### src/etc_pkg.sv
package etc_pkg;
   // register byte offsets on the control bus
   localparam logic [7:0] OFS_SOFT_VEC = 8'h00;
   localparam logic [7:0] OFS_SRC_EN = 8'h04;
   localparam logic [7:0] OFS_STATUS = 8'h08;
   localparam logic [7:0] OFS_MASK = 8'h0C;
   localparam logic [7:0] OFS_BUSY = 8'h10;
   // reset values
   localparam logic [7:0] RST_BYTE = 8'h00;
   localparam logic [1:0] RST_STATUS = 2'h0;
   // status and soft vector enable bit positions
   localparam int STB_SOFT_END = 0;
   localparam int STB_SRC_END = 1;
   localparam int SOFT_EN_BIT = 7;
   // vector and descriptor addressing
   localparam logic [15:0] SOFT_VEC_BASE = 16'h0400;
   localparam logic [15:0] SRC_VEC_BASE = 16'h0420;
   localparam logic [7:0] RAM_PAGE = 8'hFF;
   localparam logic [23:0] DESC_WORD = 24'h000004;
   localparam logic [23:0] DESC_SIZE = 24'h00000C;
   // internal operation cycles per activation
   localparam logic [1:0] INT_CYCLES = 2'h3;
   // first mode word field positions
   localparam int SM_HI = 7;
   localparam int DM_HI = 5;
   localparam int MD_HI = 3;
   localparam int AREA_BIT = 1;
   localparam int SZ_BIT = 0;
   // second mode word field positions
   localparam int CHAIN_BIT = 7;
   localparam int PER_TRANSFER_IRQ_SELECT_BIT = 6;
   // transfer modes
   localparam logic [1:0] MD_NORMAL = 2'h0;
   localparam logic [1:0] MD_REPEAT = 2'h1;
   localparam logic [1:0] MD_BLOCK = 2'h2;
   // address step codes
   localparam logic [1:0] AM_INC = 2'h2;
   localparam logic [1:0] AM_DEC = 2'h3;
   // memory access sizes
   localparam logic [1:0] SZ_BYTE = 2'h0;
   localparam logic [1:0] SZ_WORD = 2'h1;
   localparam logic [1:0] SZ_LONG = 2'h2;
   // axi responses
   localparam logic [1:0] RESP_OKAY = 2'h0;
   localparam logic [1:0] RESP_DECERR = 2'h3;

   typedef enum logic [11:0] {
      ST_IDLE = 12'h001,
      ST_VEC = 12'h002,
      ST_RD0 = 12'h004,
      ST_RD1 = 12'h008,
      ST_RD2 = 12'h010,
      ST_DRD = 12'h020,
      ST_DWR = 12'h040,
      ST_WB0 = 12'h080,
      ST_WB1 = 12'h100,
      ST_WB2 = 12'h200,
      ST_INT = 12'h400,
      ST_DONE = 12'h800
   } etc_state_t;
endpackage

### src/etc_transfer_controller.sv
// Summary of operation
// - descriptor: mode1, source, mode2, destination, count1, count2
// - chained descriptors follow back to back
// - normal mode: one unit, 1..65536 count
// - normal: first count counts, second ignored
// - repeat: reload count and area after last
// - repeat never ends; interrupt only per-transfer select
// - repeat: high byte reload, low byte running
// - block mode: whole block per activation
// - block size 1..256, reloaded with area address
// - non-area address keeps stepping across blocks
// - second count counts blocks, end interrupts
// - chain bit runs next descriptor too
// - chained descriptor: no interrupt, flag untouched
// - vector, six descriptor accesses, data, three internal
// - vector and internal once per activation
// - soft vector = 0x0400 + field shifted left
// - source end clears its enable bit, else its flag; soft enable clears unless end
`timescale 1ns/1ps
module etc_transfer_controller #(
   parameter int NSRC = 8
) (
   // clock and reset
   input wire logic aclk,
   input wire logic aresetn,
   // axi4-lite control slave
   input wire logic [7:0] s_axi_awaddr,
   input wire logic s_axi_awvalid,
   output logic s_axi_awready,
   input wire logic [31:0] s_axi_wdata,
   input wire logic [3:0] s_axi_wstrb,
   input wire logic s_axi_wvalid,
   output logic s_axi_wready,
   output logic [1:0] s_axi_bresp,
   output logic s_axi_bvalid,
   input wire logic s_axi_bready,
   input wire logic [7:0] s_axi_araddr,
   input wire logic s_axi_arvalid,
   output logic s_axi_arready,
   output logic [31:0] s_axi_rdata,
   output logic [1:0] s_axi_rresp,
   output logic s_axi_rvalid,
   input wire logic s_axi_rready,
   // system bus master
   output logic mem_req,
   output logic mem_we,
   output logic [1:0] mem_size,
   output logic [23:0] mem_addr,
   output logic [31:0] mem_wdata,
   input wire logic mem_ack,
   input wire logic [31:0] mem_rdata,
   // activation sources
   input wire logic [NSRC-1:0] act_req,
   output logic [NSRC-1:0] src_flag_clr,
   // interrupt
   output logic irq
);
   localparam int IW = $clog2(NSRC);

   etc_pkg::etc_state_t st_r, st_nxt;
   logic act_soft_r, end_r, aw_ok_r, w_ok_r, soft_en_r, soft_arm_r;
   logic [IW-1:0] act_idx_r, pick_idx;
   logic pick_ok;
   logic [23:0] desc_r, sar_r, dar_r, sar_nxt, dar_nxt, acc_addr;
   logic [7:0] mra_r, mrb_r, awaddr_r, wbyte_r, mask_r;
   logic [15:0] cra_r, crb_r, cra_nxt, crb_nxt, data_r;
   logic [1:0] int_cnt_r, status_r, status_set, acc_size;
   logic [6:0] soft_vec_r;
   logic [NSRC-1:0] src_en_r;
   logic ack_ok, acc_st, acc_we, end_nxt, blk_more, wr_go, rd_go, rd_stat;
   logic [31:0] acc_wdata;
   logic [1:0] sm, dm, md;
   logic sz, area_src, chain_enable_bit, per_transfer_irq_select;

   assign sm = mra_r[etc_pkg::SM_HI -: 2];
   assign dm = mra_r[etc_pkg::DM_HI -: 2];
   assign md = mra_r[etc_pkg::MD_HI -: 2];
   assign area_src = mra_r[etc_pkg::AREA_BIT];
   assign sz = mra_r[etc_pkg::SZ_BIT];
   assign chain_enable_bit = mrb_r[etc_pkg::CHAIN_BIT];
   assign per_transfer_irq_select = mrb_r[etc_pkg::PER_TRANSFER_IRQ_SELECT_BIT];
   assign ack_ok = mem_req & mem_ack;

   function automatic logic [23:0] step_a(input logic [23:0] a, input logic [1:0] m,
                                          input logic s);
      step_a = a;
      if (m == etc_pkg::AM_INC) begin
         step_a = a + {23'h0, ~s} + {22'h0, s, 1'b0};
      end else if (m == etc_pkg::AM_DEC) begin
         step_a = a - {23'h0, ~s} - {22'h0, s, 1'b0};
      end
   endfunction

   // winds an area address back by n units, n of zero meaning 256
   function automatic logic [23:0] rewind(input logic [23:0] a, input logic [1:0] m,
                                          input logic s, input logic [7:0] n);
      logic [23:0] amt;
      amt = {15'h0, n == 8'h00, n} << s;
      rewind = a;
      if (m == etc_pkg::AM_INC) begin
         rewind = a - amt;
      end else if (m == etc_pkg::AM_DEC) begin
         rewind = a + amt;
      end
   endfunction

   // lowest index wins among enabled sources
   always_comb begin
      pick_ok = 1'b0;
      pick_idx = '0;
      for (int i = NSRC - 1; i >= 0; i--) begin
         if (act_req[i] && src_en_r[i]) begin
            pick_ok = 1'b1;
            pick_idx = IW'(i);
         end
      end
      if (src_flag_clr != '0) begin
         pick_ok = 1'b0;
      end
   end

   // counter and address update at the end of one data write
   always_comb begin
      sar_nxt = step_a(sar_r, sm, sz);
      dar_nxt = step_a(dar_r, dm, sz);
      cra_nxt = cra_r;
      crb_nxt = crb_r;
      end_nxt = per_transfer_irq_select;
      blk_more = 1'b0;
      unique case (md)
         etc_pkg::MD_REPEAT: begin
            if (cra_r[7:0] == 8'h01) begin
               cra_nxt[7:0] = cra_r[15:8];
               if (area_src) begin
                  sar_nxt = rewind(sar_nxt, sm, sz, cra_r[15:8]);
               end else begin
                  dar_nxt = rewind(dar_nxt, dm, sz, cra_r[15:8]);
               end
            end else begin
               cra_nxt[7:0] = cra_r[7:0] - 8'h01;
            end
         end
         etc_pkg::MD_BLOCK: begin
            if (cra_r[7:0] == 8'h01) begin
               cra_nxt[7:0] = cra_r[15:8];
               if (area_src) begin
                  sar_nxt = rewind(sar_nxt, sm, sz, cra_r[15:8]);
               end else begin
                  dar_nxt = rewind(dar_nxt, dm, sz, cra_r[15:8]);
               end
               crb_nxt = crb_r - 16'h0001;
               end_nxt = per_transfer_irq_select | (crb_r == 16'h0001);
            end else begin
               cra_nxt[7:0] = cra_r[7:0] - 8'h01;
               blk_more = 1'b1;
            end
         end
         default: begin
            cra_nxt = cra_r - 16'h0001;
            end_nxt = per_transfer_irq_select | (cra_r == 16'h0001);
         end
      endcase
   end

   // sequencer
   always_comb begin
      st_nxt = st_r;
      unique case (st_r)
         etc_pkg::ST_IDLE:
            if (soft_arm_r || pick_ok) st_nxt = etc_pkg::ST_VEC;
         etc_pkg::ST_VEC: if (ack_ok) st_nxt = etc_pkg::ST_RD0;
         etc_pkg::ST_RD0: if (ack_ok) st_nxt = etc_pkg::ST_RD1;
         etc_pkg::ST_RD1: if (ack_ok) st_nxt = etc_pkg::ST_RD2;
         etc_pkg::ST_RD2: if (ack_ok) st_nxt = etc_pkg::ST_DRD;
         etc_pkg::ST_DRD: if (ack_ok) st_nxt = etc_pkg::ST_DWR;
         etc_pkg::ST_DWR:
            if (ack_ok) st_nxt = blk_more ? etc_pkg::ST_DRD : etc_pkg::ST_WB0;
         etc_pkg::ST_WB0: if (ack_ok) st_nxt = etc_pkg::ST_WB1;
         etc_pkg::ST_WB1: if (ack_ok) st_nxt = etc_pkg::ST_WB2;
         etc_pkg::ST_WB2:
            if (ack_ok) st_nxt = chain_enable_bit ? etc_pkg::ST_RD0 : etc_pkg::ST_INT;
         etc_pkg::ST_INT:
            if (int_cnt_r == etc_pkg::INT_CYCLES) st_nxt = etc_pkg::ST_DONE;
         etc_pkg::ST_DONE: st_nxt = etc_pkg::ST_IDLE;
      endcase
   end

   always_ff @(posedge aclk) begin
      if (!aresetn) begin
         st_r <= etc_pkg::ST_IDLE;
         int_cnt_r <= 2'h0;
      end else begin
         st_r <= st_nxt;
         int_cnt_r <= (st_r == etc_pkg::ST_INT) ? int_cnt_r + 2'h1 : 2'h1;
      end
   end

   // access address, size and write data per state
   always_comb begin
      acc_st = 1'b1;
      acc_we = 1'b0;
      acc_size = etc_pkg::SZ_LONG;
      acc_addr = desc_r;
      acc_wdata = {mra_r, sar_r};
      unique case (st_r)
         etc_pkg::ST_VEC: begin
            acc_size = etc_pkg::SZ_WORD;
            acc_addr = act_soft_r ?
               {8'h00, etc_pkg::SOFT_VEC_BASE + {8'h00, soft_vec_r, 1'b0}}
               : {8'h00, etc_pkg::SRC_VEC_BASE + 16'({act_idx_r, 1'b0})};
         end
         etc_pkg::ST_RD0: acc_addr = desc_r;
         etc_pkg::ST_RD1: acc_addr = desc_r + etc_pkg::DESC_WORD;
         etc_pkg::ST_RD2: acc_addr = desc_r + (etc_pkg::DESC_WORD << 1);
         etc_pkg::ST_DRD: begin
            acc_size = sz ? etc_pkg::SZ_WORD : etc_pkg::SZ_BYTE;
            acc_addr = sar_r;
         end
         etc_pkg::ST_DWR: begin
            acc_we = 1'b1;
            acc_size = sz ? etc_pkg::SZ_WORD : etc_pkg::SZ_BYTE;
            acc_addr = dar_r;
            acc_wdata = {16'h0000, data_r};
         end
         etc_pkg::ST_WB0: acc_we = 1'b1;
         etc_pkg::ST_WB1: begin
            acc_we = 1'b1;
            acc_addr = desc_r + etc_pkg::DESC_WORD;
            acc_wdata = {mrb_r, dar_r};
         end
         etc_pkg::ST_WB2: begin
            acc_we = 1'b1;
            acc_addr = desc_r + (etc_pkg::DESC_WORD << 1);
            acc_wdata = {cra_r, crb_r};
         end
         default: acc_st = 1'b0;
      endcase
   end

   // bus master: request held until acknowledged
   always_ff @(posedge aclk) begin
      if (!aresetn) begin
         mem_req <= 1'b0;
         mem_we <= 1'b0;
         mem_size <= etc_pkg::SZ_BYTE;
         mem_addr <= 24'h000000;
         mem_wdata <= 32'h00000000;
      end else if (ack_ok) begin
         mem_req <= 1'b0;
      end else if (acc_st && !mem_req) begin
         mem_req <= 1'b1;
         mem_we <= acc_we;
         mem_size <= acc_size;
         mem_addr <= acc_addr;
         mem_wdata <= acc_wdata;
      end
   end

   // activation and descriptor state
   always_ff @(posedge aclk) begin
      if (!aresetn) begin
         act_soft_r <= 1'b0;
         act_idx_r <= '0;
         desc_r <= 24'h000000;
         {mra_r, sar_r, mrb_r, dar_r} <= 64'h0000000000000000;
         {cra_r, crb_r, data_r} <= 48'h000000000000;
         end_r <= 1'b0;
      end else begin
         if (st_r == etc_pkg::ST_IDLE) begin
            act_soft_r <= soft_arm_r;
            act_idx_r <= pick_idx;
         end
         if (ack_ok) begin
            unique case (st_r)
               etc_pkg::ST_VEC: desc_r <= {etc_pkg::RAM_PAGE, mem_rdata[15:0]};
               etc_pkg::ST_RD0: {mra_r, sar_r} <= mem_rdata;
               etc_pkg::ST_RD1: {mrb_r, dar_r} <= mem_rdata;
               etc_pkg::ST_RD2: {cra_r, crb_r} <= mem_rdata;
               etc_pkg::ST_DRD: data_r <= sz ? mem_rdata[15:0] : {8'h00, mem_rdata[7:0]};
               etc_pkg::ST_DWR: begin
                  sar_r <= sar_nxt;
                  dar_r <= dar_nxt;
                  cra_r <= cra_nxt;
                  crb_r <= crb_nxt;
                  end_r <= end_nxt;
               end
               etc_pkg::ST_WB2: if (chain_enable_bit) desc_r <= desc_r + etc_pkg::DESC_SIZE;
               default: ;
            endcase
         end
      end
   end

   // axi4-lite write channel
   assign wr_go = aw_ok_r && w_ok_r && !s_axi_bvalid;
   always_ff @(posedge aclk) begin
      if (!aresetn) begin
         s_axi_awready <= 1'b1;
         s_axi_wready <= 1'b1;
         aw_ok_r <= 1'b0;
         w_ok_r <= 1'b0;
         awaddr_r <= 8'h00;
         wbyte_r <= 8'h00;
         s_axi_bvalid <= 1'b0;
         s_axi_bresp <= etc_pkg::RESP_OKAY;
      end else begin
         if (s_axi_awvalid && s_axi_awready) begin
            s_axi_awready <= 1'b0;
            aw_ok_r <= 1'b1;
            awaddr_r <= s_axi_awaddr;
         end
         if (s_axi_wvalid && s_axi_wready) begin
            s_axi_wready <= 1'b0;
            w_ok_r <= 1'b1;
            wbyte_r <= s_axi_wstrb[0] ? s_axi_wdata[7:0] : 8'h00;
         end
         if (wr_go) begin
            aw_ok_r <= 1'b0;
            w_ok_r <= 1'b0;
            s_axi_bvalid <= 1'b1;
            s_axi_bresp <= (awaddr_r == etc_pkg::OFS_SOFT_VEC || awaddr_r == etc_pkg::OFS_SRC_EN
               || awaddr_r == etc_pkg::OFS_MASK) ? etc_pkg::RESP_OKAY : etc_pkg::RESP_DECERR;
         end
         if (s_axi_bvalid && s_axi_bready) begin
            s_axi_bvalid <= 1'b0;
            s_axi_awready <= 1'b1;
            s_axi_wready <= 1'b1;
         end
      end
   end

   // control registers; a software write lands after the hardware clear
   always_ff @(posedge aclk) begin
      if (!aresetn) begin
         soft_en_r <= 1'b0;
         soft_arm_r <= 1'b0;
         soft_vec_r <= 7'h00;
         src_en_r <= '0;
         mask_r <= etc_pkg::RST_BYTE;
         src_flag_clr <= '0;
      end else begin
         src_flag_clr <= '0;
         if (st_r == etc_pkg::ST_IDLE && soft_arm_r) begin
            soft_arm_r <= 1'b0;
         end
         if (st_r == etc_pkg::ST_DONE) begin
            if (act_soft_r && !end_r) begin
               soft_en_r <= 1'b0;
            end else if (!act_soft_r && end_r) begin
               src_en_r[act_idx_r] <= 1'b0;
            end else if (!act_soft_r) begin
               src_flag_clr[act_idx_r] <= 1'b1;
            end
         end
         if (wr_go) begin
            if (awaddr_r == etc_pkg::OFS_SOFT_VEC && !(soft_en_r && wbyte_r[7])) begin
               soft_en_r <= wbyte_r[etc_pkg::SOFT_EN_BIT];
               soft_arm_r <= wbyte_r[etc_pkg::SOFT_EN_BIT];
               soft_vec_r <= wbyte_r[6:0];
            end
            if (awaddr_r == etc_pkg::OFS_SRC_EN) src_en_r <= wbyte_r[NSRC-1:0];
            if (awaddr_r == etc_pkg::OFS_MASK) mask_r <= wbyte_r;
         end
      end
   end

   // status: set by the end of an activation, cleared by its read; set wins
   assign rd_go = s_axi_arvalid && s_axi_arready;
   assign rd_stat = rd_go && s_axi_araddr == etc_pkg::OFS_STATUS;
   always_comb begin
      status_set = 2'h0;
      if (st_r == etc_pkg::ST_DONE && end_r) begin
         status_set[etc_pkg::STB_SOFT_END] = act_soft_r;
         status_set[etc_pkg::STB_SRC_END] = !act_soft_r;
      end
   end

   always_ff @(posedge aclk) begin
      if (!aresetn) begin
         status_r <= etc_pkg::RST_STATUS;
         irq <= 1'b0;
      end else begin
         status_r <= (rd_stat ? 2'h0 : status_r) | status_set;
         irq <= |(((rd_stat ? 2'h0 : status_r) | status_set) & mask_r[1:0]);
      end
   end

   // axi4-lite read channel
   always_ff @(posedge aclk) begin
      if (!aresetn) begin
         s_axi_arready <= 1'b1;
         s_axi_rvalid <= 1'b0;
         s_axi_rdata <= 32'h00000000;
         s_axi_rresp <= etc_pkg::RESP_OKAY;
      end else begin
         if (rd_go) begin
            s_axi_arready <= 1'b0;
            s_axi_rvalid <= 1'b1;
            s_axi_rresp <= etc_pkg::RESP_OKAY;
            unique case (s_axi_araddr)
               etc_pkg::OFS_SOFT_VEC: s_axi_rdata <= {24'h0, soft_en_r, soft_vec_r};
               etc_pkg::OFS_SRC_EN: s_axi_rdata <= 32'(src_en_r);
               etc_pkg::OFS_STATUS: s_axi_rdata <= {30'h0, status_r};
               etc_pkg::OFS_MASK: s_axi_rdata <= {24'h0, mask_r};
               etc_pkg::OFS_BUSY: s_axi_rdata <= {31'h0, st_r != etc_pkg::ST_IDLE};
               default: begin
                  s_axi_rdata <= 32'h00000000;
                  s_axi_rresp <= etc_pkg::RESP_DECERR;
               end
            endcase
         end
         if (s_axi_rvalid && s_axi_rready) begin
            s_axi_rvalid <= 1'b0;
            s_axi_arready <= 1'b1;
         end
      end
   end
endmodule

### config.mk
export PLATFORM = sky130hd
export DESIGN_NAME = etc_transfer_controller
export DESIGN_NICKNAME = d
export VERILOG_FILES = /design/src/etc_pkg.sv /design/src/etc_transfer_controller.sv
export SDC_FILE = /design/constraint.sdc
export NUM_CORES = 1
export LEC_CHECK = 0
export ABC_AREA = 1
export ABC_CLOCK_PERIOD_IN_PS = 5000
export BUFFER_PORTS_ARGS = -buffer_cell sky130_fd_sc_hd__buf_2
export CORE_ASPECT_RATIO = 2
export CORE_MARGIN = 2
export CORE_UTILIZATION = 60
export DETAILED_ROUTE_END_ITERATION = 10
export HOLD_SLACK_MARGIN = 0.08
export MAX_ROUTING_LAYER = met4
export PLACE_DENSITY = 0.81
export SYNTH_ARGS = -nofsm -noshare
export SYNTH_HDL_FRONTEND = slang
export SYNTH_SLANG_ARGS = --single-unit
### constraint.sdc
create_clock -name aclk -period 5 [get_ports aclk]
set_input_delay 0.25 -clock aclk [delete_from_list [all_inputs] [get_ports aclk]]
set_output_delay 0.25 -clock aclk [all_outputs]
set_load 0.1 [all_outputs]
==> metrics.txt, run 1 <==
status=stopped before the end; Last stage=global routing; tool error=[ERROR GRT-0116] Global routing finished with congestion. Check the congestion regions in the DRC Viewer.; Synth Register Bits=284; mapped cell area=0.0211 mm²; predominant post-synthesis flop cell=dfxtp_1; YS warnings=0; CTS Sinks=284; Clock Tree Buf Depth=3; I/O Buffers=between 150 and 200; post_cts resized=0; setup bufs post-CTS=0; Detail Placement HPWL=around 73 mm; routability congestion estimate=about 1.1; Cell Rows=97; Die Width=137 µm; CTS Hold Bufs=49; pre-CTS setup slack=0.636 ns; global-route wire length before repair=approximately 160 mm; htree depth=1; Post-synth EDFFs=0; largest net degree at the start of global routing=85; sequential share of the synthesized area=26.9%; IO Count=210; syn_area_per_cell=between 6 and 7 µm²; Netlist cell types=65; Die Y=269 µm; Async S/R FF share, synth=0%; GRT Total Usage=58.6%; Placed Area=0.0220 mm²; total congestion overflow=6; Syn Inst Count=3,331; cts bufs inserted=28; initial core utilization=between 60% and 70%; Placed Cells=3,812; Root Buffer=clkbuf_16; number of global-route vias before repair=26.2k
[layer usage]
metal / GRT overflow / global-route usage [%]
met4: 3 / 63.8
met3: 0 / 24.6
met1: 0 / 54.2
met5: - / -
met2: 3 / 84.8
[synthesized netlist by cell type (6+ instances only)]
master      n  share of area (%)
nand2_2    34                1.0
a31oi_1    71                2.1
a21oi_1   252                6.0
nand3_1   195                4.6
xor2_1     52                2.2
o21ai_1    10               0.24
buf_1      15               0.27
clkbuf_1   88                1.6
inv_1     392                7.0
a41oi_1     6               0.25
o221ai_1   27                1.1
nand3_2    17               0.80
o21ai_0   313                7.4
inv_2      24               0.43
ha_1       65                3.8
o22ai_1    46                1.4
buf_2      43                1.0
nor2_1    322                5.7
clkinv_1    7               0.12
o31ai_1    11               0.39
a221oi_1   23               0.95
nand2_4     8               0.43
xnor2_1     8               0.33
a211oi_1   28               0.99
a21oi_2     7               0.29
nand3b_1    6               0.21
nor4_1     29               0.86
nor3_1     48                1.1
buf_4      35                1.2
nor2_4     12               0.64
nand2_1   668                 12
dfxtp_1   284                 27
nor2_2     23               0.68
nand4_1    54                1.6
fa_1        6               0.57
o211ai_1   36                1.3
[per-stage QoR]
stage / utilization, % / hold WS [ns]
2_1_floorplan: - / 0.385
3_5_place_dp: 63.1 / 0.450
3_3_place_gp: 63.1 / 0.440
4_1_cts: 67.6 / 0.0871
[kinds of logic after synthesis]
group | Yosys count | synth area share, %
other | 1 | 0.0177
flip-flops | 284 | 26.9
AO/OA/AOI/OAI | 870 | 24.0
adder cells (fa/ha/maj) | 71 | 4.42
AND/OR/NAND/NOR | 1430 | 30.2
XOR/XNOR | 60 | 2.49
buffers and inverters | 615 | 12.0
==> inputs of run 2 (changes only) <==
CORE_ASPECT_RATIO = default   (was 2)
CORE_UTILIZATION = 40   (was 60)
HOLD_SLACK_MARGIN = default   (was 0.08)
MAX_ROUTING_LAYER = default   (was met4)
PLACE_DENSITY = default   (was 0.81)
PLACE_DENSITY_LB_ADDON = 0.15   (was default)
==> run 2 against run 1 <==
- the flow now finishes without violations
- synthesized area is the same
- synthesized cell count did not move
==> metrics.txt, run 2 <==
post_cts resized=0 (unchanged); Max Fanout on Critical Path=9; initial antenna violation count=2; top post-synthesis cells by count=668 x nand2_1, 392 x inv_1, 322 x nor2_1; predominant post-synthesis flop cell=dfxtp_1; cts bufs inserted=36 (+29%); initial DRC count=2,333; Worst EP arrival=about 5.0 ns; FMAX=224 MHz; htree depth=2 (+1); total power=a little under 9 mW; largest net degree at the start of global routing=90; Yosys top cell area share=26.9% (unchanged); Vias/cell=around 5.8; number of global-route vias before repair=22.1k; worst setup margin=0.529 ns; CTS Sinks=284 (unchanged); R2R Path Start=mra_r[0]; relative slew slack=around 22%; Die ar.=approximately 0.055 mm²; ANT cells=0; Final Hold Fails=0; CP Class=reg2reg; IO Count=210 (unchanged); Hold WS=0.0140 ns; Net Sw Frac=47.0%; global-route wire length before repair=about 140 mm; sequential share of the synthesized area=26.9% (unchanged); Finished Layout Cells=4,129; Clock Pin Slew Worst Setup and Hold Paths=0.06 ns; WL final=90.9 mm; Die Width=234 µm (+71%); GRT Total Usage=32.6%; Worst Min Path Start=mem_rdata[15]; Die Y=234 µm (-13%); YS warnings=0 (unchanged); largest register by flop count=mem_wdata; most frequent cells in the layout=668 x nand2_1, 391 x inv_1, 322 x nor2_1; PD cells=377 mW/mm²; most common cell after layout, fill and taps aside=nand2_1; Async S/R FF share, synth=0% (unchanged); via count=23.8k; Detail Placement HPWL=69.6 mm (-5.2%); largest cells by area after synthesis=dfxtp_1 27%, nand2_1 12%, o21ai_0 7.4%; mapped cell area=0.0211 mm² (unchanged); Syn Inst Count=3,331 (unchanged); Worst Skew=0.0280 ns; TritonRoute pass-1 iters=6; startpoint class of the critical path=register; CTS tree=built; Root Buffer=clkbuf_16; Synth Register Bits=284 (unchanged); most common cell in the netlist=nand2_1; latest clock arrival within the worst-skew pair=0.57 ns; cell type with the largest total area after synthesis=dfxtp_1; Avg WL per Cell=22.0 µm; worst path required time=5.48 ns; Placed Area=0.0223 mm² (+1.3%); post-layout util=about 45%; setup bufs post-CTS=0 (unchanged); NumNets Final=3,588; CP startpoint=mra_r[0]; Clock Power Share=30.3%; initial core utilization=40.3% (-20 points); syn_area_per_cell=6.35 µm² (unchanged); status=completed; routability congestion estimate=1.00 (-11%); Sw Pwr=4.18 mW; I/O Buffers=158 (unchanged); Internal=4.71 mW; Cell Rows=84 (-13%); Placed Cells=4,053 (+6.3%); worst vdd ir=440 µV; maxcap violations=0; Final setup violation count=0; Seq pwr share=between 30% and 40%; Leakage=10.4 nW; pre-CTS setup slack=0.646 ns (+0.0101 ns); minimum clock period=approximately 4.5 ns; Slew Limit Fails=0; max FFs per register=32; Clock Tree Buf Depth=3 (unchanged); CTS Hold Bufs=14 (-71%); cell area after layout=0.0236 mm²; total congestion overflow=0; hold crit path type=in2reg; Crit. End Element=register; Netlist cell types=65 (unchanged); area delta synth->final=11.5%; share of cells above drive strength 1=11.7%; setup TNS=0 ns; Slew @ Worst Pin=around 1.2 ns; post-route ant nets=0; Comb pwr share=39.4%; period utilization=89.4%; DR DRC count=0; Post-synth EDFFs=0 (unchanged); core footprint=0.0524 mm²; RSZ-0062 raised after global routing=false
[run 2: routing by layer]
metal / global-route usage (%) / vias up / wire length (µm)
met2: 52.2 / 1023 / 40500
met1: 43.0 / 11300 / 39200
met3: 5.52 / 192 / 6860
li1: - / 11300 / -
met4: 14.2 / 4 / 4340
met5: 0 / - / 29
[run 2: final timing paths]
| kind | end | slack [ns] | cells past startpoint |
|---|---|---|---|
| hold / removal | data_r[15] | 0.01 | 3 |
| hold reg to reg | w_ok_r | 0.45 | 2 |
| setup / recovery | sar_r[19] | 0.53 | 23 |
| setup reg to reg | sar_r[19] | 0.53 | 23 |
[run 2: cells by family after synthesis]
logic type / after synthesis / synth area share (%)
compound gates: 870 / 24.0
xor+xnor: 60 / 2.49
fa+ha+maj: 71 / 4.42
buf+inv: 615 / 12.0
flops: 284 / 26.9
other cells: 1 / 0.0177
simple gates: 1430 / 30.2
[run 2: layout make-up]
cell class / instances / area (µm²)
repair buffers: 214 / 1250
inverters: 426 / 1610
multi-input cells: 2455 / 13000
flip-flops and latches: 284 / 5690
well taps: 688 / 861
fillers: 5653 / 28900
clock buffers: 50 / 1000
clock inverters: 12 / 171
[run 2: critical path: stages (launching register included)]
cell and delay, ns:
dfxtp_1 0.31, inv_1 0.31, ha_1 0.31, inv_1 0.10, fa_1 0.42, nor2_2 0.17, nand2_1 0.12, o22ai_1 0.20
xor2_1 0.26, inv_1 0.13, ha_1 0.43, nor3_1 0.29, nand3_1 0.12, nand3_1 0.14, nand2_1 0.08, nand2_1 0.09
nand2_1 0.06, nor2_1 0.16, nand2_1 0.10, nand2_1 0.10, nand3_2 0.11, o21ai_2 0.12, nand3_1 0.09, a21oi_1 0.16
[run 2: power by group through the flow]
stage | Clock [mW] | Combinational (mW) | Sequential, mW
after CTS | 2.73 | 3.47 | 2.69
after floorplan | 0 | 1.48 | 3.93
after global placement | 0 | 3.43 | 2.73
after detailed placement | 0 | 3.45 | 2.74
after global routing | 2.81 | 3.70 | 2.73
final | 2.69 | 3.50 | 2.70
Note: power is estimated with default switching activity, not from simulation.
==> inputs of run 3 (changes only) <==
PLACE_DENSITY_LB_ADDON = default   (was 0.15)
==> run 3 against run 2 <==
- sequential share of layout area up 0.12 points
- global-route usage down 1.7 points
- setup slack better by 0.083 ns
- die area unchanged
- hold slack worse by 0.00085 ns
- first-iteration DRC count down 15%
- critical path depth up 2
- clock power down 8.9%
- non-clock buffer count down 2
- final cell count down 0.12%
- routed wire length down 4.7%
- critical path type unchanged
- largest cell class unchanged
==> metrics.txt, run 3 (same netlist as run 2, synthesis figures left out) <==
status=completed; core footprint=0.0524 mm² (unchanged); startpoint class of the critical path=register; Final Hold Fails=0 (unchanged); total power=8.65 mW (-2.7%); initial DRC count=1,994 (-15%); via count=23.5k (-1.6%); met1 usage=39.9% (-3.1 points); share of cells above drive strength 1=11.6% (-0.034 points); post-route ant nets=0 (unchanged); Max Fanout on Critical Path=9 (unchanged); max FFs per register=32 (unchanged); area delta synth->final=11.0%; reg2reg path depth=25 (+8.7%); minimum clock period=4.39 ns (-0.0834 ns); CP startpoint=mra_r[0]; Root Buffer=clkbuf_16; met3 Track Usage GR=6.24% (+0.72 points); post_cts resized=0 (unchanged); setup TNS=0 ns (unchanged); cell area after layout=0.0235 mm² (-0.50%); pre-CTS setup slack=0.698 ns (+0.0517 ns); CTS tree=built; Crit. End Element=register; Avg WL per Cell=21.0 µm (-4.5%); Top delay family on crit path=simple AND/OR/NAND/NOR gates; Placed Cells=4,053 (unchanged); Worst Min Path Start=mem_rdata[24]; most frequent cells in the layout=668 x nand2_1, 391 x inv_1, 322 x nor2_1; slowest CP cell=fa_1; R2R Path Start=mra_r[0]; maxcap violations=0 (unchanged); Levels on crit path=25 (+8.7%); Leakage=10.4 nW (-0.61%); Die ar.=0.0547 mm² (unchanged); largest register by flop count=mem_wdata; Clock Tree Buf Depth=3 (unchanged); worst setup margin=0.613 ns (+0.0834 ns); WL final=86.7 mm (-4.7%); GRT busiest layer=met2; CP Class=reg2reg; Clock Pin Slew Worst Setup and Hold Paths=0.06 ns (about the same); Worst Skew=0.0170 ns (-0.0110 ns); Hold WS=0.0132 ns (-0.000853 ns); Slew Limit Fails=0 (unchanged); RSZ-0062 raised after global routing=false; Placed Area=0.0223 mm² (about the same); setup bufs post-CTS=0 (unchanged); Finished Layout Cells=4,124 (-0.12%); PD cells=369 mW/mm² (-2.2%); worst path required time=5.50 ns (+0.02 ns); global-route wire length before repair=129 mm (-4.6%); Worst path max stage delay=0.43 ns (about the same); routability congestion estimate=0.994 (-1.0%); total congestion overflow=0 (unchanged); I/O Buffers=158 (unchanged); relative slew slack=24.4% (+2.2 points); number of global-route vias before repair=21.5k (-2.7%); Cell Rows=84 (unchanged); htree depth=2 (unchanged); GRT Total Usage=30.9% (-1.7 points); DR DRC count=0 (unchanged); hold crit path type=in2reg; initial core utilization=40.3% (unchanged); Worst EP arrival=4.89 ns (-0.06 ns); latest clock arrival within the worst-skew pair=0.57 ns (about the same); worst path bufs/invs=4 (+1); GR met2 Demand/Resource=48.1% (-4.1 points); Detail Placement HPWL=66.1 mm (-5.0%); worst r2r dst=sar_r[23]; Die Y=234 µm (unchanged); IO Count=210 (unchanged); TritonRoute pass-1 iters=6 (unchanged); post-layout util=44.7% (-0.23 points); CTS Sinks=284 (unchanged); cts bufs inserted=36 (unchanged); Worst Setup EP=sar_r[23]; CTS Hold Bufs=12 (-2); Final setup violation count=0 (unchanged); NumNets Final=3,586 (-0.056%); worst vdd ir=356 µV (-19%); FMAX=228 MHz (+1.9%); largest net degree at the start of global routing=100 (+11%); Vias/cell=5.69 (-1.4%); most frequent CP cell=nand2_1; Slew @ Worst Pin=1.12 ns (-0.0438 ns); initial antenna violation count=3 (+1); flop2flop setup slack=0.61 ns (+0.08 ns); most common cell after layout, fill and taps aside=nand2_1; Die Width=234 µm (unchanged); period utilization=87.7% (-1.7 points)
## run 3: cell types whose count changed in the layout (fill, tap and decap cells not counted), sizes merged
| cell | before | now |
|---|---|---|
| clkbuf | 50 | 46 |
| bufinv | 3 | 0 |
| clkinv | 13 | 16 |
| diode | 0 | 2 |
| dlygate4sd3 | 14 | 12 |
| inv | 421 | 419 |
| clkinvlp | 1 | 2 |
## run 3: per-layer routing
metal,routed length (µm),share of wire (%),up-vias
met5,34,0.039,-
met4,5160,5.9,4
met3,7390,8.5,205
met2,37800,44,1001
met1,36300,42,10900
li1,-,-,11300
## run 3: how the worst min path moves through the flow
| stage | to | slack, ns | cells past startpoint |
|---|---|---|---|
| after global routing | wbyte_r[2] | 0.03 | 3 |
| after detailed placement | aw_ok_r | 0.45 | 2 |
| final | mrb_r[0] | 0.01 | 3 |
| after CTS | wbyte_r[2] | 0.002 | 3 |
| after floorplan | data_r[0] | 0.38 | 2 |
| after global placement | desc_r[0] | 0.44 | 2 |
## run 3: power breakdown
group | total [mW] | internal (mW) | switching, mW | leakage [nW]
clock | 2.45 | 1.38 | 1.07 | 0.519
sequential | 2.69 | 2.52 | 0.168 | 2.30
combinational | 3.51 | 0.635 | 2.88 | 7.54
## run 3: area by class of cell
cell class | instances | area (µm²)
repair buffers | 212 | 1240
multi-input cells | 2455 | 13000
inverters | 426 | 1610
flip-flops and latches | 284 | 5690
well taps | 688 | 861
clock inverters | 11 | 78.8
clock buffers | 46 | 978
fillers | 5643 | 29000
diodes | 2 | 5.00
## run 3: worst min-delay path, stage by stage
cell	delay [ns]
buf_2	0.10
o21ai_0	0.08
a21oi_1	0.10
